==> config.mk <==
export PLATFORM = sky130hd
export DESIGN_NAME = sbsi_top
export DESIGN_NICKNAME = d
export VERILOG_FILES = /design/src/rtl/sbsi_pkg.sv /design/src/rtl/sbsi_top.sv /design/src/rtl/sbsi_irq_route.sv
export SDC_FILE = /design/constraint.sdc
export NUM_CORES = 1
export LEC_CHECK = 0
export ABC_AREA = 1
export BUFFER_PORTS_ARGS = -buffer_cell sky130_fd_sc_hd__buf_4
export CORE_MARGIN = 2
export CORE_UTILIZATION = 48
export DETAILED_ROUTE_END_ITERATION = 7
export PLACE_DENSITY_LB_ADDON = 0.1
export SLEW_MARGIN = 5
export SYNTH_ARGS = -nofsm -noshare
export SYNTH_HDL_FRONTEND = slang
export SYNTH_SLANG_ARGS = --single-unit
export TNS_END_PERCENT = 5
==> constraint.sdc <==
create_clock -name CORE_CLK -period 3.05 [get_ports CORE_CLK]
set_clock_uncertainty 0.2 [all_clocks]
set_input_delay 0.4575 -clock CORE_CLK [delete_from_list [all_inputs] [get_ports CORE_CLK]]
set_output_delay 0.4575 -clock CORE_CLK [all_outputs]
set_load 0.02 [all_outputs]
==> src/rtl/sbsi_pkg.sv <==
// Package of constants and types for the system bus signal interface.
package sbsi_pkg;
  // Address bus width.
  localparam int ADDR_W = 32;
  // Transfer kind code width.
  localparam int KIND_W = 5;
  // Transfer byte count code width.
  localparam int SIZE_W = 4;
  // Number of burst address outputs of the memory controller.
  localparam int BADDR_W = 5;
  // Number of internal interrupt request inputs to the core.
  localparam int IRQ_N = 8;
  // Number of shared pins (burst address bit 29, 30, 31).
  localparam int SHARED_N = 3;
  // Index of the shared pins within the burst address outputs.
  localparam int BADDR_IDX_29 = 2;
  localparam int BADDR_IDX_30 = 3;
  localparam int BADDR_IDX_31 = 4;
  // Internal interrupt numbers served by the shared pins and by the alternate routing.
  localparam int IRQ_IDX_ONE = 1;
  localparam int IRQ_IDX_TWO = 2;
  localparam int IRQ_IDX_THREE = 3;
  localparam int IRQ_IDX_FIVE = 5;
  localparam int IRQ_IDX_SEVEN = 7;
  // Per-pin selection: 1 means interrupt input, 0 burst address output.
  localparam logic [SHARED_N-1:0] PIN_SEL_RST = 3'h7;
  // Tenure state machine, Gray coded: idle to either tenure and back flips one bit.
  typedef enum logic [1:0] {
    SBSI_IDLE = 2'h0,
    SBSI_OWN = 2'h1,
    SBSI_EXT = 2'h2
  } sbsi_state_e;
endpackage : sbsi_pkg

==> src/rtl/sbsi_top.sv <==
// Top level of the system bus signal interface.
// Operation
// RULE1: After reset two external lines feed interrupt one and two feed interrupt seven; the code ORs the alt_route bit itself into each, so both read set.
// RULE2: The integrator picks one line per interrupt and moves duplicates to alternate use.
// RULE3: Eight internal interrupt requests reach the core, each fed by its selected pins.
// RULE4: In external master mode the address pins carry internal masters' addresses or are sampled.
// RULE5: In internal master mode the address pins carry the memory controller's address.
// RULE6: The bus master drives the transfer kind code through the whole address tenure.
// RULE7: The bus master drives the transfer byte count code during the tenure.
// RULE8: The burst flag is asserted exactly when the transaction is a four quad word burst.
// RULE9: On-chip masters drive the global flag; set means caches must snoop the transfer.
// RULE10: Five burst address outputs exist; bits 29 to 31 share pins with interrupts 2, 3, 5.
// RULE11: Shared pins offer only burst address output or interrupt input, never a primary use.
// RULE12: A per-pin selection, reset to interrupt input, picks the shared pin function.
`timescale 1ns/1ns
module sbsi_top
  import sbsi_pkg::*;
(
  // Clock and reset.
  input wire logic CORE_CLK,
  input wire logic RST_N,
  // Mode and configuration.
  input wire logic EXT_MASTER_MODE,
  input wire logic [SHARED_N-1:0] PIN_SEL_WR_DATA,
  input wire logic PIN_SEL_WR,
  input wire logic [IRQ_N-1:0] ALT_ROUTE_WR_DATA,
  input wire logic ALT_ROUTE_WR,
  output logic [SHARED_N-1:0] PIN_SEL,
  // Internal master request side.
  input wire logic INT_START,
  input wire logic [ADDR_W-1:0] INT_ADDR,
  input wire logic [KIND_W-1:0] INT_KIND,
  input wire logic [SIZE_W-1:0] INT_SIZE,
  input wire logic INT_BURST,
  input wire logic INT_GLOBAL,
  input wire logic ADDR_ACK,
  output logic INT_BUSY,
  // Memory controller side.
  input wire logic [ADDR_W-1:0] MC_ADDR,
  input wire logic [BADDR_W-1:0] MC_BADDR,
  // Address pins.
  input wire logic [ADDR_W-1:0] ADDR_I,
  output logic [ADDR_W-1:0] ADDR_O,
  output logic ADDR_OE_N,
  // Transfer qualifier pins.
  input wire logic [KIND_W-1:0] TRANSFER_KIND_CODE_I,
  output logic [KIND_W-1:0] TRANSFER_KIND_CODE_O,
  input wire logic [SIZE_W-1:0] TRANSFER_BYTE_COUNT_I,
  output logic [SIZE_W-1:0] TRANSFER_BYTE_COUNT_O,
  input wire logic BURST_TRANSFER_FLAG_I,
  output logic BURST_TRANSFER_FLAG_O,
  input wire logic SNOOP_GLOBAL_FLAG_I,
  output logic SNOOP_GLOBAL_FLAG_O,
  output logic QUAL_OE_N,
  // External start seen from another master.
  input wire logic EXT_START,
  // Sampled external tenure toward the device.
  output logic EXT_VALID,
  output logic [ADDR_W-1:0] EXT_ADDR,
  output logic [KIND_W-1:0] EXT_KIND,
  output logic [SIZE_W-1:0] EXT_SIZE,
  output logic EXT_BURST,
  output logic EXT_GLOBAL,
  // Burst address outputs; bits 29-31 are shared pins.
  output logic [1:0] BURST_ADDR_LOW,
  output logic BURST_ADDR_BIT_29,
  output logic BURST_ADDR_BIT_30,
  output logic BURST_ADDR_BIT_31,
  output logic [SHARED_N-1:0] SHARED_OE_N,
  input wire logic INTERRUPT_REQUEST_TWO,
  input wire logic INTERRUPT_REQUEST_THREE,
  input wire logic INTERRUPT_REQUEST_FIVE,
  // Dedicated interrupt pins, active high.
  input wire logic [IRQ_N-1:0] IRQ_DEDICATED,
  // Internal interrupt requests to the core.
  output logic [IRQ_N-1:0] IRQ_CORE
);

  ////////////////////////////////////////////////////////////////////////////
  // Configuration.
  logic [SHARED_N-1:0] pin_sel_reg;
  logic [IRQ_N-1:0] alt_route_reg;
  // The default routing gives doubled lines for interrupt one and seven.
  localparam logic [IRQ_N-1:0] ALT_ROUTE_RST =
    IRQ_N'((1 << IRQ_IDX_ONE) | (1 << IRQ_IDX_SEVEN));

  // Pin selection resets to interrupt input on all shared pins.
  always_ff @(posedge CORE_CLK or negedge RST_N) begin
    if (!RST_N) begin
      pin_sel_reg <= PIN_SEL_RST; // RULE12
    end else if (PIN_SEL_WR) begin
      pin_sel_reg <= PIN_SEL_WR_DATA; // RULE12
    end
  end

  // Software drops the duplicate copies once it has picked one line each.
  always_ff @(posedge CORE_CLK or negedge RST_N) begin
    if (!RST_N) begin
      alt_route_reg <= ALT_ROUTE_RST; // RULE1
    end else if (ALT_ROUTE_WR) begin
      alt_route_reg <= ALT_ROUTE_WR_DATA; // RULE2
    end
  end

  assign PIN_SEL = pin_sel_reg;

  ////////////////////////////////////////////////////////////////////////////
  // Address tenure state machine.
  sbsi_state_e state_reg;
  sbsi_state_e state_next;

  // True on the edge at which an idle bus enters the given tenure.
  function automatic logic tenure_taken(input sbsi_state_e cur, input sbsi_state_e nxt,
                                        input sbsi_state_e goal);
    return (cur == SBSI_IDLE) && (nxt == goal);
  endfunction : tenure_taken

  // Own tenure holds until address acknowledge; external tenure likewise.
  always_comb begin
    case (state_reg)
      SBSI_IDLE: begin
        if (EXT_MASTER_MODE && INT_START) begin
          state_next = SBSI_OWN;
        end else if (EXT_MASTER_MODE && EXT_START) begin
          state_next = SBSI_EXT;
        end else begin
          state_next = SBSI_IDLE;
        end
      end
      SBSI_OWN: begin
        state_next = ADDR_ACK ? SBSI_IDLE : SBSI_OWN; // RULE6
      end
      SBSI_EXT: begin
        state_next = ADDR_ACK ? SBSI_IDLE : SBSI_EXT;
      end
      default: begin
        state_next = SBSI_IDLE;
      end
    endcase
  end

  always_ff @(posedge CORE_CLK or negedge RST_N) begin
    if (!RST_N) begin
      state_reg <= SBSI_IDLE;
    end else begin
      state_reg <= state_next;
    end
  end

  assign INT_BUSY = (state_reg == SBSI_OWN);

  ////////////////////////////////////////////////////////////////////////////
  // Driven address and qualifiers, captured at start and held to the end.
  logic [ADDR_W-1:0] addr_reg;
  logic [KIND_W-1:0] kind_reg;
  logic [SIZE_W-1:0] size_reg;
  logic burst_reg;
  logic global_reg;
  logic own_oe_n_reg;

  // Capture on start so pins stay stable even if the master changes inputs.
  always_ff @(posedge CORE_CLK or negedge RST_N) begin
    if (!RST_N) begin
      addr_reg <= '0;
      kind_reg <= '0;
      size_reg <= '0;
      burst_reg <= 1'b0;
      global_reg <= 1'b0;
    end else if (tenure_taken(state_reg, state_next, SBSI_OWN)) begin
      addr_reg <= INT_ADDR; // RULE4
      kind_reg <= INT_KIND; // RULE6
      size_reg <= INT_SIZE; // RULE7
      burst_reg <= INT_BURST; // RULE8
      global_reg <= INT_GLOBAL; // RULE9
    end
  end

  // Qualifier pins, and address pins in external master mode, are driven only while the device owns the address tenure.
  always_ff @(posedge CORE_CLK or negedge RST_N) begin
    if (!RST_N) begin
      own_oe_n_reg <= 1'b1;
    end else begin
      own_oe_n_reg <= !(state_next == SBSI_OWN); // RULE6
    end
  end

  // In internal master mode the memory controller owns the address pins.
  assign ADDR_O = EXT_MASTER_MODE ? addr_reg : MC_ADDR; // RULE4 RULE5
  assign ADDR_OE_N = EXT_MASTER_MODE ? own_oe_n_reg : 1'b0; // RULE5
  assign TRANSFER_KIND_CODE_O = kind_reg;
  assign TRANSFER_BYTE_COUNT_O = size_reg;
  assign BURST_TRANSFER_FLAG_O = burst_reg;
  assign SNOOP_GLOBAL_FLAG_O = global_reg;
  assign QUAL_OE_N = own_oe_n_reg;

  ////////////////////////////////////////////////////////////////////////////
  // Sampling of an external master's tenure.
  logic ext_valid_reg;
  logic [ADDR_W-1:0] ext_addr_reg;
  logic [KIND_W-1:0] ext_kind_reg;
  logic [SIZE_W-1:0] ext_size_reg;
  logic ext_burst_reg;
  logic ext_global_reg;

  // One-cycle pulse with the captured qualifiers when an idle bus in external master mode takes an external start.
  always_ff @(posedge CORE_CLK or negedge RST_N) begin
    if (!RST_N) begin
      ext_valid_reg <= 1'b0;
      ext_addr_reg <= '0;
      ext_kind_reg <= '0;
      ext_size_reg <= '0;
      ext_burst_reg <= 1'b0;
      ext_global_reg <= 1'b0;
    end else begin
      ext_valid_reg <= tenure_taken(state_reg, state_next, SBSI_EXT); // RULE4
      if (tenure_taken(state_reg, state_next, SBSI_EXT)) begin
        ext_addr_reg <= ADDR_I; // RULE4
        ext_kind_reg <= TRANSFER_KIND_CODE_I;
        ext_size_reg <= TRANSFER_BYTE_COUNT_I;
        ext_burst_reg <= BURST_TRANSFER_FLAG_I;
        ext_global_reg <= SNOOP_GLOBAL_FLAG_I; // RULE9
      end
    end
  end

  assign EXT_VALID = ext_valid_reg;
  assign EXT_ADDR = ext_addr_reg;
  assign EXT_KIND = ext_kind_reg;
  assign EXT_SIZE = ext_size_reg;
  assign EXT_BURST = ext_burst_reg;
  assign EXT_GLOBAL = ext_global_reg;

  ////////////////////////////////////////////////////////////////////////////
  // Burst address outputs and shared pins; no reserved primary function exists.
  logic [BADDR_W-1:0] baddr_reg;

  always_ff @(posedge CORE_CLK or negedge RST_N) begin
    if (!RST_N) begin
      baddr_reg <= '0;
    end else begin
      baddr_reg <= MC_BADDR; // RULE10
    end
  end

  assign BURST_ADDR_LOW = baddr_reg[1:0];
  assign BURST_ADDR_BIT_29 = baddr_reg[BADDR_IDX_29]; // RULE10
  assign BURST_ADDR_BIT_30 = baddr_reg[BADDR_IDX_30];
  assign BURST_ADDR_BIT_31 = baddr_reg[BADDR_IDX_31];
  // Driver is off while the pin serves as an interrupt input.
  assign SHARED_OE_N = pin_sel_reg; // RULE11 RULE12

  ////////////////////////////////////////////////////////////////////////////
  // Interrupt routing.
  sbsi_irq_route u_irq_route (
    .clk(CORE_CLK),
    .rst_n(RST_N),
    .irq_dedicated(IRQ_DEDICATED),
    .irq_shared({INTERRUPT_REQUEST_FIVE, INTERRUPT_REQUEST_THREE, INTERRUPT_REQUEST_TWO}),
    .pin_sel(pin_sel_reg),
    .alt_route(alt_route_reg),
    .irq_core(IRQ_CORE)
  );
endmodule : sbsi_top

==> src/rtl/sbsi_irq_route.sv <==
// Interrupt routing of dedicated and shared pins onto internal requests.
`timescale 1ns/1ns
module sbsi_irq_route
  import sbsi_pkg::*;
(
  // Clock and reset.
  input wire logic clk,
  input wire logic rst_n,
  // Pin levels, active high as taken from the pins.
  input wire logic [IRQ_N-1:0] irq_dedicated,
  input wire logic [SHARED_N-1:0] irq_shared,
  input wire logic [SHARED_N-1:0] pin_sel,
  input wire logic [IRQ_N-1:0] alt_route,
  // Routed internal requests.
  output logic [IRQ_N-1:0] irq_core
);
  logic [IRQ_N-1:0] irq_reg;
  logic [IRQ_N-1:0] irq_next;

  // A shared pin contributes only while selected as interrupt input.
  always_comb begin
    irq_next = irq_dedicated;
    if (pin_sel[0]) begin
      irq_next[IRQ_IDX_TWO] = irq_next[IRQ_IDX_TWO] | irq_shared[0]; // RULE3
    end
    if (pin_sel[1]) begin
      irq_next[IRQ_IDX_THREE] = irq_next[IRQ_IDX_THREE] | irq_shared[1]; // RULE3
    end
    if (pin_sel[2]) begin
      irq_next[IRQ_IDX_FIVE] = irq_next[IRQ_IDX_FIVE] | irq_shared[2]; // RULE3
    end
    // Alternate copies of request one and seven, on by default.
    irq_next[IRQ_IDX_ONE] = irq_next[IRQ_IDX_ONE] | alt_route[IRQ_IDX_ONE]; // RULE1
    irq_next[IRQ_IDX_SEVEN] = irq_next[IRQ_IDX_SEVEN] | alt_route[IRQ_IDX_SEVEN]; // RULE1
  end

  // Registered so the core sees a clean level each cycle.
  always_ff @(posedge clk or negedge rst_n) begin
    if (!rst_n) begin
      irq_reg <= '0;
    end else begin
      irq_reg <= irq_next;
    end
  end

  assign irq_core = irq_reg;
endmodule : sbsi_irq_route

After elaboration in Yosys (flattened, before gate mapping)
Cells that the tools add are included.

operators by class
  add/sub/neg operators = 0
  multipliers = 0
  div/mod/pow operators = 0
  order comparisons = 0
  equal/unequal tests = 4
  shifts and indexed selects = 0
  mux-type cells = 10
  bitwise logic cells = 5
  reductions and logical operators = 6

operators by type and width
  operator            count
  $mux 32             1
  $mux 2              3
  $pmux 2 s3          1
  $mux 1              5
  $or 1x1->1          5
  $eq 2x1->1 const B  2
  $eq 2x2->1 const B  2
  $logic_and 1x1->1   4
  $logic_not 2->1     1
  $logic_not 1->1     1

storage, ports and cells
  flip-flop bits (word level) = 114
  latch bits = 0
  bits in writable memories = 0
  ROM bits = 0
  input port bits = 153
  output and inout bits = 109
  logic and storage cells = 42
  memories = 0

Logic depth before layout (Yosys ltp)
Gate-level depths: netlist (run 1).

  depth after elaboration = 6
  gate-level depth with buffers = 7
  depth with buffers taken out = 5

Cells and area by module
A second synthesis (run 1) with hierarchy kept.

second synthesis, totals
  cell total of the unflattened synthesis = 570
  area, all modules = 4847.1 um^2

modules (own cells, without submodules)
  module          times used  cells each  area each (um^2)  seq. area each (um^2)
  sbsi_top        1           547         4590.7            2660.1
  sbsi_irq_route  1           23          256.5             200.2

Worst setup path before layout (run 1)
Ideal clock, no wire load.

  kind = input -> output
  start = input port EXT_MASTER_MODE
  end = output port ADDR_O[24]
  arrival = 1274 ps
  data required time = 2392 ps
  path slack = 1118 ps
  stages = 3
  buffers on the path = 2
  cell sequence = buf_4 clkbuf_1 o21ai_0

on the way
  longest elaborated chain between the ends = 1

RTL lines
  item         RTL line         source
  from (decl)  sbsi_top.sv:23   input wire logic EXT_MASTER_MODE,
  $mux 32      sbsi_top.sv:188  assign ADDR_O = EXT_MASTER_MODE ? addr_reg : MC_ADDR;
  to (decl)    sbsi_top.sv:43   output logic [ADDR_W-1:0] ADDR_O,

Every way passes these cells.

Worst setup path after layout (run 1)
  start = input port EXT_MASTER_MODE
  end = output port ADDR_O[28]

The elaborated chain is that of the path after synthesis.

==> results of run 1 <==
[cells in the mapped netlist]
library cell | number | area [um^2]
buf_6 | 8 | 90.1
nor2_1 | 1 | 3.75
buf_2 | 19 | 95.1
inv_2 | 1 | 3.75
nor2_4 | 2 | 22.5
o21ai_0 | 37 | 185
nand3_1 | 87 | 435
a21o_1 | 3 | 22.5
buf_4 | 5 | 37.5
dfrtp_1 | 102 | 2550
or2_2 | 2 | 12.5
nand2_4 | 1 | 11.3
nand2_2 | 1 | 6.26
inv_1 | 42 | 158
clkbuf_1 | 3 | 11.3
dfstp_2 | 6 | 158
nand2_1 | 215 | 807
[layer usage]
layer  global-route usage [%]  up-vias  share of wire, %
met4                     6.87        0               1.3
met1                     29.2     1964                37
met5                        0        -                 0
li1                         -     2162                 -
met2                     41.5      169                52
met3                     7.11       12               9.4
[power groups by stage]
stage	combinational [mW]	clock (mW)	sequential, mW
final	1.48	0.924	1.93
after global routing	1.62	1.01	1.97
after CTS	1.50	0.950	1.93
after detailed placement	1.49	0	1.95
after global placement	1.46	0	1.94
after floorplan	0.530	0	2.19
[cells by family (layout without fill, tap and decap cells)]
kind of cell | count (synthesis) | after routing | share of synthesized area [%]
simple gates | 309 | 309 | 28.2
flops | 108 | 108 | 58.8
buf+inv | 78 | 330 | 8.57
compound gates | 40 | 40 | 4.50
[per-stage QoR]
stage               hold WS, ns  instance area [um^2]  total power, mW  instances  util (%)
floorplan               -0.0381                  4610             2.72        535         -
global placement          0.253                  6510             3.40        891      70.1
detailed placement        0.258                  6510             3.45        891      70.1
CTS                      0.0568                  6810             4.38        916      73.3
global route             0.0495                  6810             4.60        916      73.3
finish                   0.0752                  6810             4.34        916      73.3
[critical path: cells and delay by family]
family	cells	cell delay, ns
AND/OR/NAND/NOR	1	0.12
buffers and inverters	2	0.61
AO/OA/AOI/OAI	1	0.12
[how the worst min path moves through the flow]
stage | end | cells after the start | start | slack [ns]
6_report | u_irq_route.irq_core[5] | 2 | IRQ_DEDICATED[5] | 0.08
3_5_place_dp | EXT_ADDR[10] | 1 | RST_N | 0.26
5_1_grt | u_irq_route.irq_core[5] | 2 | IRQ_DEDICATED[5] | 0.05
3_3_place_gp | EXT_ADDR[10] | 1 | RST_N | 0.25
2_1_floorplan | BURST_TRANSFER_FLAG_O | 0 | RST_N | -0.04
4_1_cts | u_irq_route.irq_core[5] | 2 | IRQ_DEDICATED[5] | 0.06
[area by class of cell]
cell class                 instances  area share (%)
clock buffer                      12            1.99
clock inverter                     4            1.08
inverter                          43            2.37
multi-input combinational        349            22.1
sequential                       108            39.8
tap                              129            2.37
timing repair buffer             271            30.2
==> results.json, run 1 <==
{
  "synthDistinctLibCells": 17,
  "num-fill-cells": 765,
  "critical_path.max_fanout": 67,
  "design.core.area_um2": 9280,
  "ios": 262,
  "static-leakage-power_nw": 3.87,
  "syn_inst": 535,
  "multi_input_area_um2": 1510,
  "ant_nets": 0,
  "start_util_pct": 49.7,
  "switchingPower_mw": 1.49,
  "cts-root-buf": "clkbuf_8",
  "setup.worst_path.end_class": "primary output",
  "first_pass_iters": 4,
  "report.final.hold_viol_count": 0,
  "path_common_cell": "buf_4",
  "drive_above_1_share_pct": 36.6,
  "endpoint": "ADDR_O[28]",
  "p_int_mw": 2.85,
  "min_period_over_period_pct": 64.7,
  "drv_slew": 0,
  "viasPerCell": 4.70,
  "power_density_nw_per_um2": 637,
  "crit_start": "EXT_MASTER_MODE",
  "worst_slack_ns": 1.08,
  "r2r_slack_ns": 1.23,
  "cts_tree": "built",
  "num_vias": 4307,
  "antennaDiodeCount": 0,
  "min_period_ns": 1.97,
  "ir_drop_uv": 435,
  "clk_path_buf_depth": 2,
  "grt_overflow_total": 0,
  "clk_latency_ns": 0.34,
  "routed_wl_um": 12700,
  "final_cell_mix": "262 x buf_4, 215 x nand2_1, 102 x dfrtp_1",
  "dpl_worst_slack_ns": 0.697,
  "grt_max_degree": 68,
  "critPathArrivalTime_ns": 1.32,
  "grt_first_pass_wirelength_um": 19500,
  "synthToLayoutAreaGrowth_pct": 47.6,
  "ys_warn_count": 0,
  "row_count": 35,
  "reg2reg_to": "addr_reg[10]",
  "grt_use_total_pct": 24.0,
  "fmax_mhz": 507,
  "rsz0062_at_grt": "no",
  "post_drt_wl_per_cell_um": 13.8,
  "slew_headroom_pct": 47.3,
  "setup_viol": 0,
  "clk_pin_slew_worst_paths_ns": 0.10,
  "dp_hpwl_um": 9110,
  "crit_chain": "buf_4 -> nand2_1 -> o21ai_0 -> buf_4",
  "drt_iter0_drc": 203,
  "dieArea_um2": 10400,
  "power.share.switching_pct": 34.3,
  "gp_congestion": 0.802,
  "clkPwrFrac_pct": 21.3,
  "power_frac_seq_pct": 44.5,
  "syn_area_um2": 4610,
  "r2r_cells": 5,
  "ff_latch_area_um2": 2710,
  "cts_setup_buffers": 0,
  "drv_cap": 0,
  "antenna_found_initial": 0,
  "port_buffers": 255,
  "final.setup.tns_ns": 0,
  "synth.ff_latch_count": 108,
  "cp.required_ns": 2.39,
  "timing.rr.start": "state_reg[1]",
  "holdBufCountCts": 9,
  "final_common_cell": "buf_4",
  "yosysSeqAreaShare_pct": 58.8,
  "syn_nets": 688,
  "post_cts_resized": 0,
  "final_nets": 935,
  "numCtsBuffers": 9,
  "syn_avg_cell_area_um2": 8.62,
  "cts_sinks": 108,
  "grt_pass1_vias": 4082,
  "die_w_um": 102,
  "tightest_slew_ns": 0.787,
  "cpMaxStageDelayCell": "buf_4",
  "status": "complete, no violations",
  "drc_errors": 0,
  "crit_path_start_kind": "primary input",
  "htreeDepth": 3,
  "hold_class": "in -> reg",
  "path_class": "in -> out",
  "die_h_um": 102,
  "max_stage_delay_ns": 0.44,
  "combPwrFrac_pct": 34.2
}
Power figures use the tool's default switching activity.
==> inputs of run 2 (changes only) <==
- CORE_UTILIZATION: 48 -> 44
- clock period: 3.05 -> 2 ns (I/O delays scaled with it)
==> run 2 against run 1 <==
Compared with the run above: die area grew 8.7%; via count grew 16%; cell count grew 13%; critical path depth is the same; setup slack lost 0.87 ns; sequential share of layout area shrank 5.8 points; first-iteration DRC count grew 69%; sequential cell count is the same; final area grew 17%; hold slack gained 0.11 ns; critical path type is now reg -> reg; register-to-register slack lost 1.0 ns; largest cell class is now buffers.
==> results.json, run 2 (synthesis results as in run 1) <==
{
  "final_nets": 1045,
  "critPathArrivalTime_ns": 1.84,
  "tightest_slew_ns": 0.469,
  "synthToLayoutAreaGrowth_pct": 72.6,
  "final.setup.tns_ns": 0,
  "clk_pin_slew_worst_paths_ns": 0.10,
  "gp_congestion": 0.790,
  "crit_chain": "nor2_4 -> nand2_4 -> nand2_1 -> nand2_1",
  "drt_iter0_drc": 344,
  "cts_sinks": 108,
  "hold_class": "in -> async",
  "rsz0062_at_grt": "no",
  "p_int_mw": 4.63,
  "final_cell_mix": "267 x buf_4, 215 x nand2_1, 111 x dlygate4sd3_1",
  "switchingPower_mw": 2.40,
  "dieArea_um2": 11300,
  "row_count": 37,
  "wl_met1_um": 5550,
  "die_h_um": 106,
  "drive_above_1_share_pct": 33.3,
  "min_period_ns": 1.80,
  "numCtsBuffers": 9,
  "drv_slew": 0,
  "fin_total_pwr_mw": 7.03,
  "r2r_cells": 4,
  "viasPerCell": 4.82,
  "power_density_nw_per_um2": 883,
  "path_buf_inv": 0,
  "max_stage_delay_ns": 0.44,
  "ir_drop_uv": 648,
  "status": "complete, no violations",
  "cp.required_ns": 2.04,
  "antenna_found_initial": 0,
  "die_w_um": 106,
  "min_period_over_period_pct": 89.8,
  "ant_nets": 0,
  "design.core.area_um2": 10200,
  "cts-root-buf": "clkbuf_8",
  "highest_layer": "met4",
  "num_vias": 4976,
  "dp_hpwl_um": 9000,
  "drv_cap": 0,
  "setup_viol": 0,
  "slew_headroom_pct": 68.7,
  "clkPwrFrac_pct": 22.3,
  "cts_tree": "built",
  "cpMaxStageDelayCell": "dfrtp_1",
  "post_drt_wl_per_cell_um": 14.5,
  "crit_family": "simple AND/OR/NAND/NOR gates",
  "combPwrFrac_pct": 35.7,
  "crit_path_start_kind": "flop",
  "grt_use_total_pct": 27.3,
  "path_class": "reg -> reg",
  "cp.depth": 4,
  "grt_max_degree": 45,
  "clk_latency_ns": 0.36,
  "clk_path_buf_depth": 2,
  "critical_path.max_fanout": 44,
  "antennaDiodeCount": 0,
  "fmax_mhz": 557,
  "htreeDepth": 3,
  "path_common_cell": "nand2_1",
  "route.met3.wl_um": 1170,
  "power.share.switching_pct": 34.1,
  "grt_pass1_vias": 5135,
  "routed_wl_um": 15000,
  "grt_first_pass_wirelength_um": 24400,
  "ios": 262,
  "timing.hold.ws_ns": 0.189,
  "grt_overflow_total": 0,
  "setup.worst_path.end_class": "flop",
  "route.met2.wl_um": 7910,
  "port_buffers": 255,
  "drc_errors": 0,
  "report.final.hold_viol_count": 0,
  "start_util_pct": 45.1,
  "power_frac_seq_pct": 42.0,
  "first_pass_iters": 5,
  "static-leakage-power_nw": 4.36,
  "final_common_cell": "buf_4"
}
-- run 2: cell count changes in the layout (fill, tap and decap cells not counted), sizes merged --
| cell | change |
|---|---|
| dlygate4sd3 | +102 |
| buf | +8 |
| clkbuf | -3 |
| bufinv | +1 |
| clkinv | +1 |
| inv | +1 |
-- run 2: final timing paths --
kind | startpoint | end | slack (ns)
max in group asynchronous | RST_N | alt_route_reg[7] | 0.80
max reg2reg | state_reg[1] | TRANSFER_KIND_CODE_O[2] | 0.20
min | RST_N | EXT_ADDR[6] | 0.19
max | state_reg[1] | TRANSFER_KIND_CODE_O[2] | 0.20
min in group CORE_CLK | addr_reg[3] | addr_reg[3] | 0.28
min reg2reg | addr_reg[3] | addr_reg[3] | 0.28
-- run 2: cell type report --
| cell class | count | area, um^2 |
|---|---|---|
| clock buffers | 9 | 124 |
| clock inverters | 7 | 114 |
| fillers | 686 | 2270 |
| inverters | 43 | 161 |
| multi-input cells | 349 | 1510 |
| flip-flops and latches | 108 | 2710 |
| well taps | 136 | 170 |
| repair buffers | 381 | 3180 |
-- run 2: metrics by stage --
step | area, um^2 | std cells | util (%) | setup WS (ns)
after floorplan | 4610 | 535 | - | 0.383
after global placement | 6610 | 906 | 64.6 | 0.345
after detailed placement | 6610 | 906 | 64.6 | 0.275
after CTS | 7960 | 1033 | 77.8 | 0.239
after global routing | 7960 | 1033 | 77.8 | 0.106
final | 7960 | 1033 | 77.8 | 0.203
-- run 2: power by group through the flow --
stage          registers (mW)  clock network [mW]  logic (mW)
2_1_floorplan            3.34                   0       0.808
3_3_place_gp             2.96                   0        2.26
3_5_place_dp             2.98                   0        2.29
4_1_cts                  2.94                1.60        2.47
5_1_grt                  3.01                1.70        2.71
6_report                 2.95                1.57        2.51
-- run 2: worst reg2reg max path: cells and delay by family (launching register included) --
kind / cells / cell delay [ns]
DFF: 1 / 0.44
and+or+nand+nor: 4 / 1.04
-- run 2: timing repair --
item / 4_1_cts / 5_1_grt
hold buffers: 111 / 0
hold endpoints to repair: 183 / 0
resized for setup: 0 / 0
buffers inserted: 0 / 0
-- run 2: routing by layer --
metal  up-vias  GRT usage, %
li1       2384             -
met1      2339          31.3
met2       219          48.5
met3        34          7.11
met4         0          10.8
met5         -             0
==> inputs of run 3 (changes only) <==
- CORE_UTILIZATION: 44 -> 35
==> run 3 against run 2 <==
Compared with the run above: sequential power hardly changed; die area grew 25%; via count shrank 3.5%; setup slack improved by 0.14 ns; sequential cell count is the same; global-route usage is 6.6 points lower; core utilization is 15 points lower; critical path depth stayed put; sequential share of layout area is 0.25 points lower; register-to-register slack improved by 0.22 ns; count of clock-buffer cells in the layout rose by 3; hold slack lost 0.18 ns.
==> results.json, run 3 (synthesis results as in run 1) <==
{
  "worst_slack_ns": 0.340,
  "power_density_nw_per_um2": 930,
  "hp-start": "INT_ADDR[20]",
  "post_drt_wl_per_cell_um": 13.6,
  "setup_viol": 0,
  "timing.hold.ws_ns": 0.00854,
  "grt_max_degree": 109,
  "reg2reg_to": "PIN_SEL[0]",
  "crit_chain": "dlygate4sd3_1 -> buf_4 -> o21ai_0 -> dlygate4sd3_1",
  "row_count": 41,
  "clk_path_buf_depth": 2,
  "critPathArrivalTime_ns": 1.74,
  "final_cell_mix": "263 x buf_4, 215 x nand2_1, 106 x dlygate4sd3_1",
  "utilization_pct": 63.0,
  "cts_setup_buffers": 0,
  "path_class": "in -> reg",
  "antenna_found_initial": 0,
  "hold_class": "in -> reg",
  "antennaDiodeCount": 0,
  "hold_path_end": "addr_reg[20]",
  "timing.rr.start": "PIN_SEL[0]",
  "routed_wl_um": 14500,
  "static-leakage-power_nw": 4.36,
  "ir_drop_uv": 619,
  "num_vias": 4803,
  "gp_congestion": 0.782,
  "cts_tree": "built",
  "start_util_pct": 36.3,
  "hold_depth": 3,
  "clkPwrFrac_pct": 27.5,
  "num-fill-cells": 1099,
  "ios": 262,
  "numCtsBuffers": 9,
  "drt_iter0_drc": 281,
  "max_stage_delay_ns": 0.58,
  "r2r_slack_ns": 0.42,
  "numPlacedInstances": 937,
  "port_buffers": 255,
  "report.final.hold_viol_count": 0,
  "final_common_cell": "buf_4",
  "grt_use_total_pct": 20.7,
  "cts-root-buf": "clkbuf_16",
  "tightest_slew_ns": 0.582,
  "power_frac_seq_pct": 39.6,
  "power.share.switching_pct": 32.0,
  "drv_cap": 0,
  "layoutNonFillerInstCount": 1059,
  "synthToLayoutAreaGrowth_pct": 73.9,
  "first_pass_iters": 6,
  "grt_first_pass_wirelength_um": 23800,
  "combPwrFrac_pct": 32.9,
  "rsz0062_at_grt": "no",
  "cts_sinks": 108,
  "slew_headroom_pct": 61.2,
  "final_nets": 1035,
  "drive_above_1_share_pct": 33.0,
  "p_int_mw": 5.07,
  "ant_nets": 0,
  "die_w_um": 119,
  "switchingPower_mw": 2.39,
  "status": "complete, no violations",
  "viasPerCell": 4.54,
  "dp_hpwl_um": 9210,
  "holdBufCountCts": 106,
  "dpl_worst_slack_ns": 0.318,
  "drc_errors": 0,
  "dieArea_um2": 14100,
  "min_period_ns": 1.66,
  "die_h_um": 119,
  "min_period_over_period_pct": 83.0,
  "fmax_mhz": 602,
  "critical_path.max_fanout": 6,
  "path_common_cell": "dlygate4sd3_1",
  "post_cts_resized": 0,
  "setup.worst_path.end_class": "flop",
  "cpMaxStageDelayCell": "dlygate4sd3_1",
  "drv_slew": 0,
  "crit_path_start_kind": "primary input",
  "grt_overflow_total": 0,
  "clk_latency_ns": 0.34,
  "final.setup.tns_ns": 0,
  "htreeDepth": 3,
  "clk_pin_slew_worst_paths_ns": 0.07,
  "design.core.area_um2": 12700,
  "r2r_cells": 3,
  "grt_pass1_vias": 4898,
  "cp.required_ns": 2.08
}
-- run 3: cell count changes in the layout (fill, tap and decap cells not counted) --
cell,delta
buf_12,-1
clkbuf_8,-7
dlygate4sd3_1,-5
clkbuf_16,+9
buf_4,-4
inv_6,-1
clkinv_2,-2
clkbuf_1,+1
-- run 3: metrics by stage --
| stage | power [mW] | instance area (um^2) |
|---|---|---|
| floorplan | 4.15 | 4610 |
| global route | 7.90 | 8020 |
| finish | 7.46 | 8020 |
| detailed placement | 5.27 | 6610 |
| global placement | 5.22 | 6610 |
| CTS | 7.53 | 8020 |
-- run 3: power by group through the flow --
stage                     registers (mW)  logic (mW)  clock network (mW)
final                               2.95        2.45                2.05
after global routing                3.01        2.66                2.22
after CTS                           2.95        2.46                2.12
after detailed placement            2.98        2.29                   0
after global placement              2.96        2.26                   0
after floorplan                     3.34       0.808                   0
-- run 3: worst max path at each step --
stage,from,slack [ns],to
after floorplan,EXT_MASTER_MODE,0.38,ADDR_O[24]
after global placement,EXT_MASTER_MODE,0.35,QUAL_OE_N
after detailed placement,EXT_MASTER_MODE,0.32,addr_reg[5]
after CTS,state_reg[0],0.35,INT_BUSY
after global routing,state_reg[0],0.28,INT_BUSY
final,PIN_SEL_WR,0.34,PIN_SEL[0]
-- run 3: final cells by class --
class / count / area (um^2) / share of cell area, %
multi-input cells: 349 / 1510 / 18.8
repair buffers: 371 / 3080 / 38.3
well taps: 172 / 215 / 2.68
clock inverters: 4 / 95.1 / 1.19
clock buffers: 12 / 256 / 3.20
inverters: 43 / 161 / 2.01
flip-flops and latches: 108 / 2710 / 33.8
-- run 3: worst max-delay path: cells and delay by family --
family / cells / cell delay (ns)
buf+inv: 3 / 1.26
compound gates: 1 / 0.17
-- run 3: routing by layer --
| metal | wire length [um] | vias up | track usage (%) |
|---|---|---|---|
| met5 | 0 | - | 0 |
| met4 | 441 | 0 | 8.71 |
| met1 | 5930 | 2232 | 25.3 |
| met3 | 986 | 32 | 4.92 |
| met2 | 7090 | 177 | 34.7 |
| li1 | - | 2362 | - |
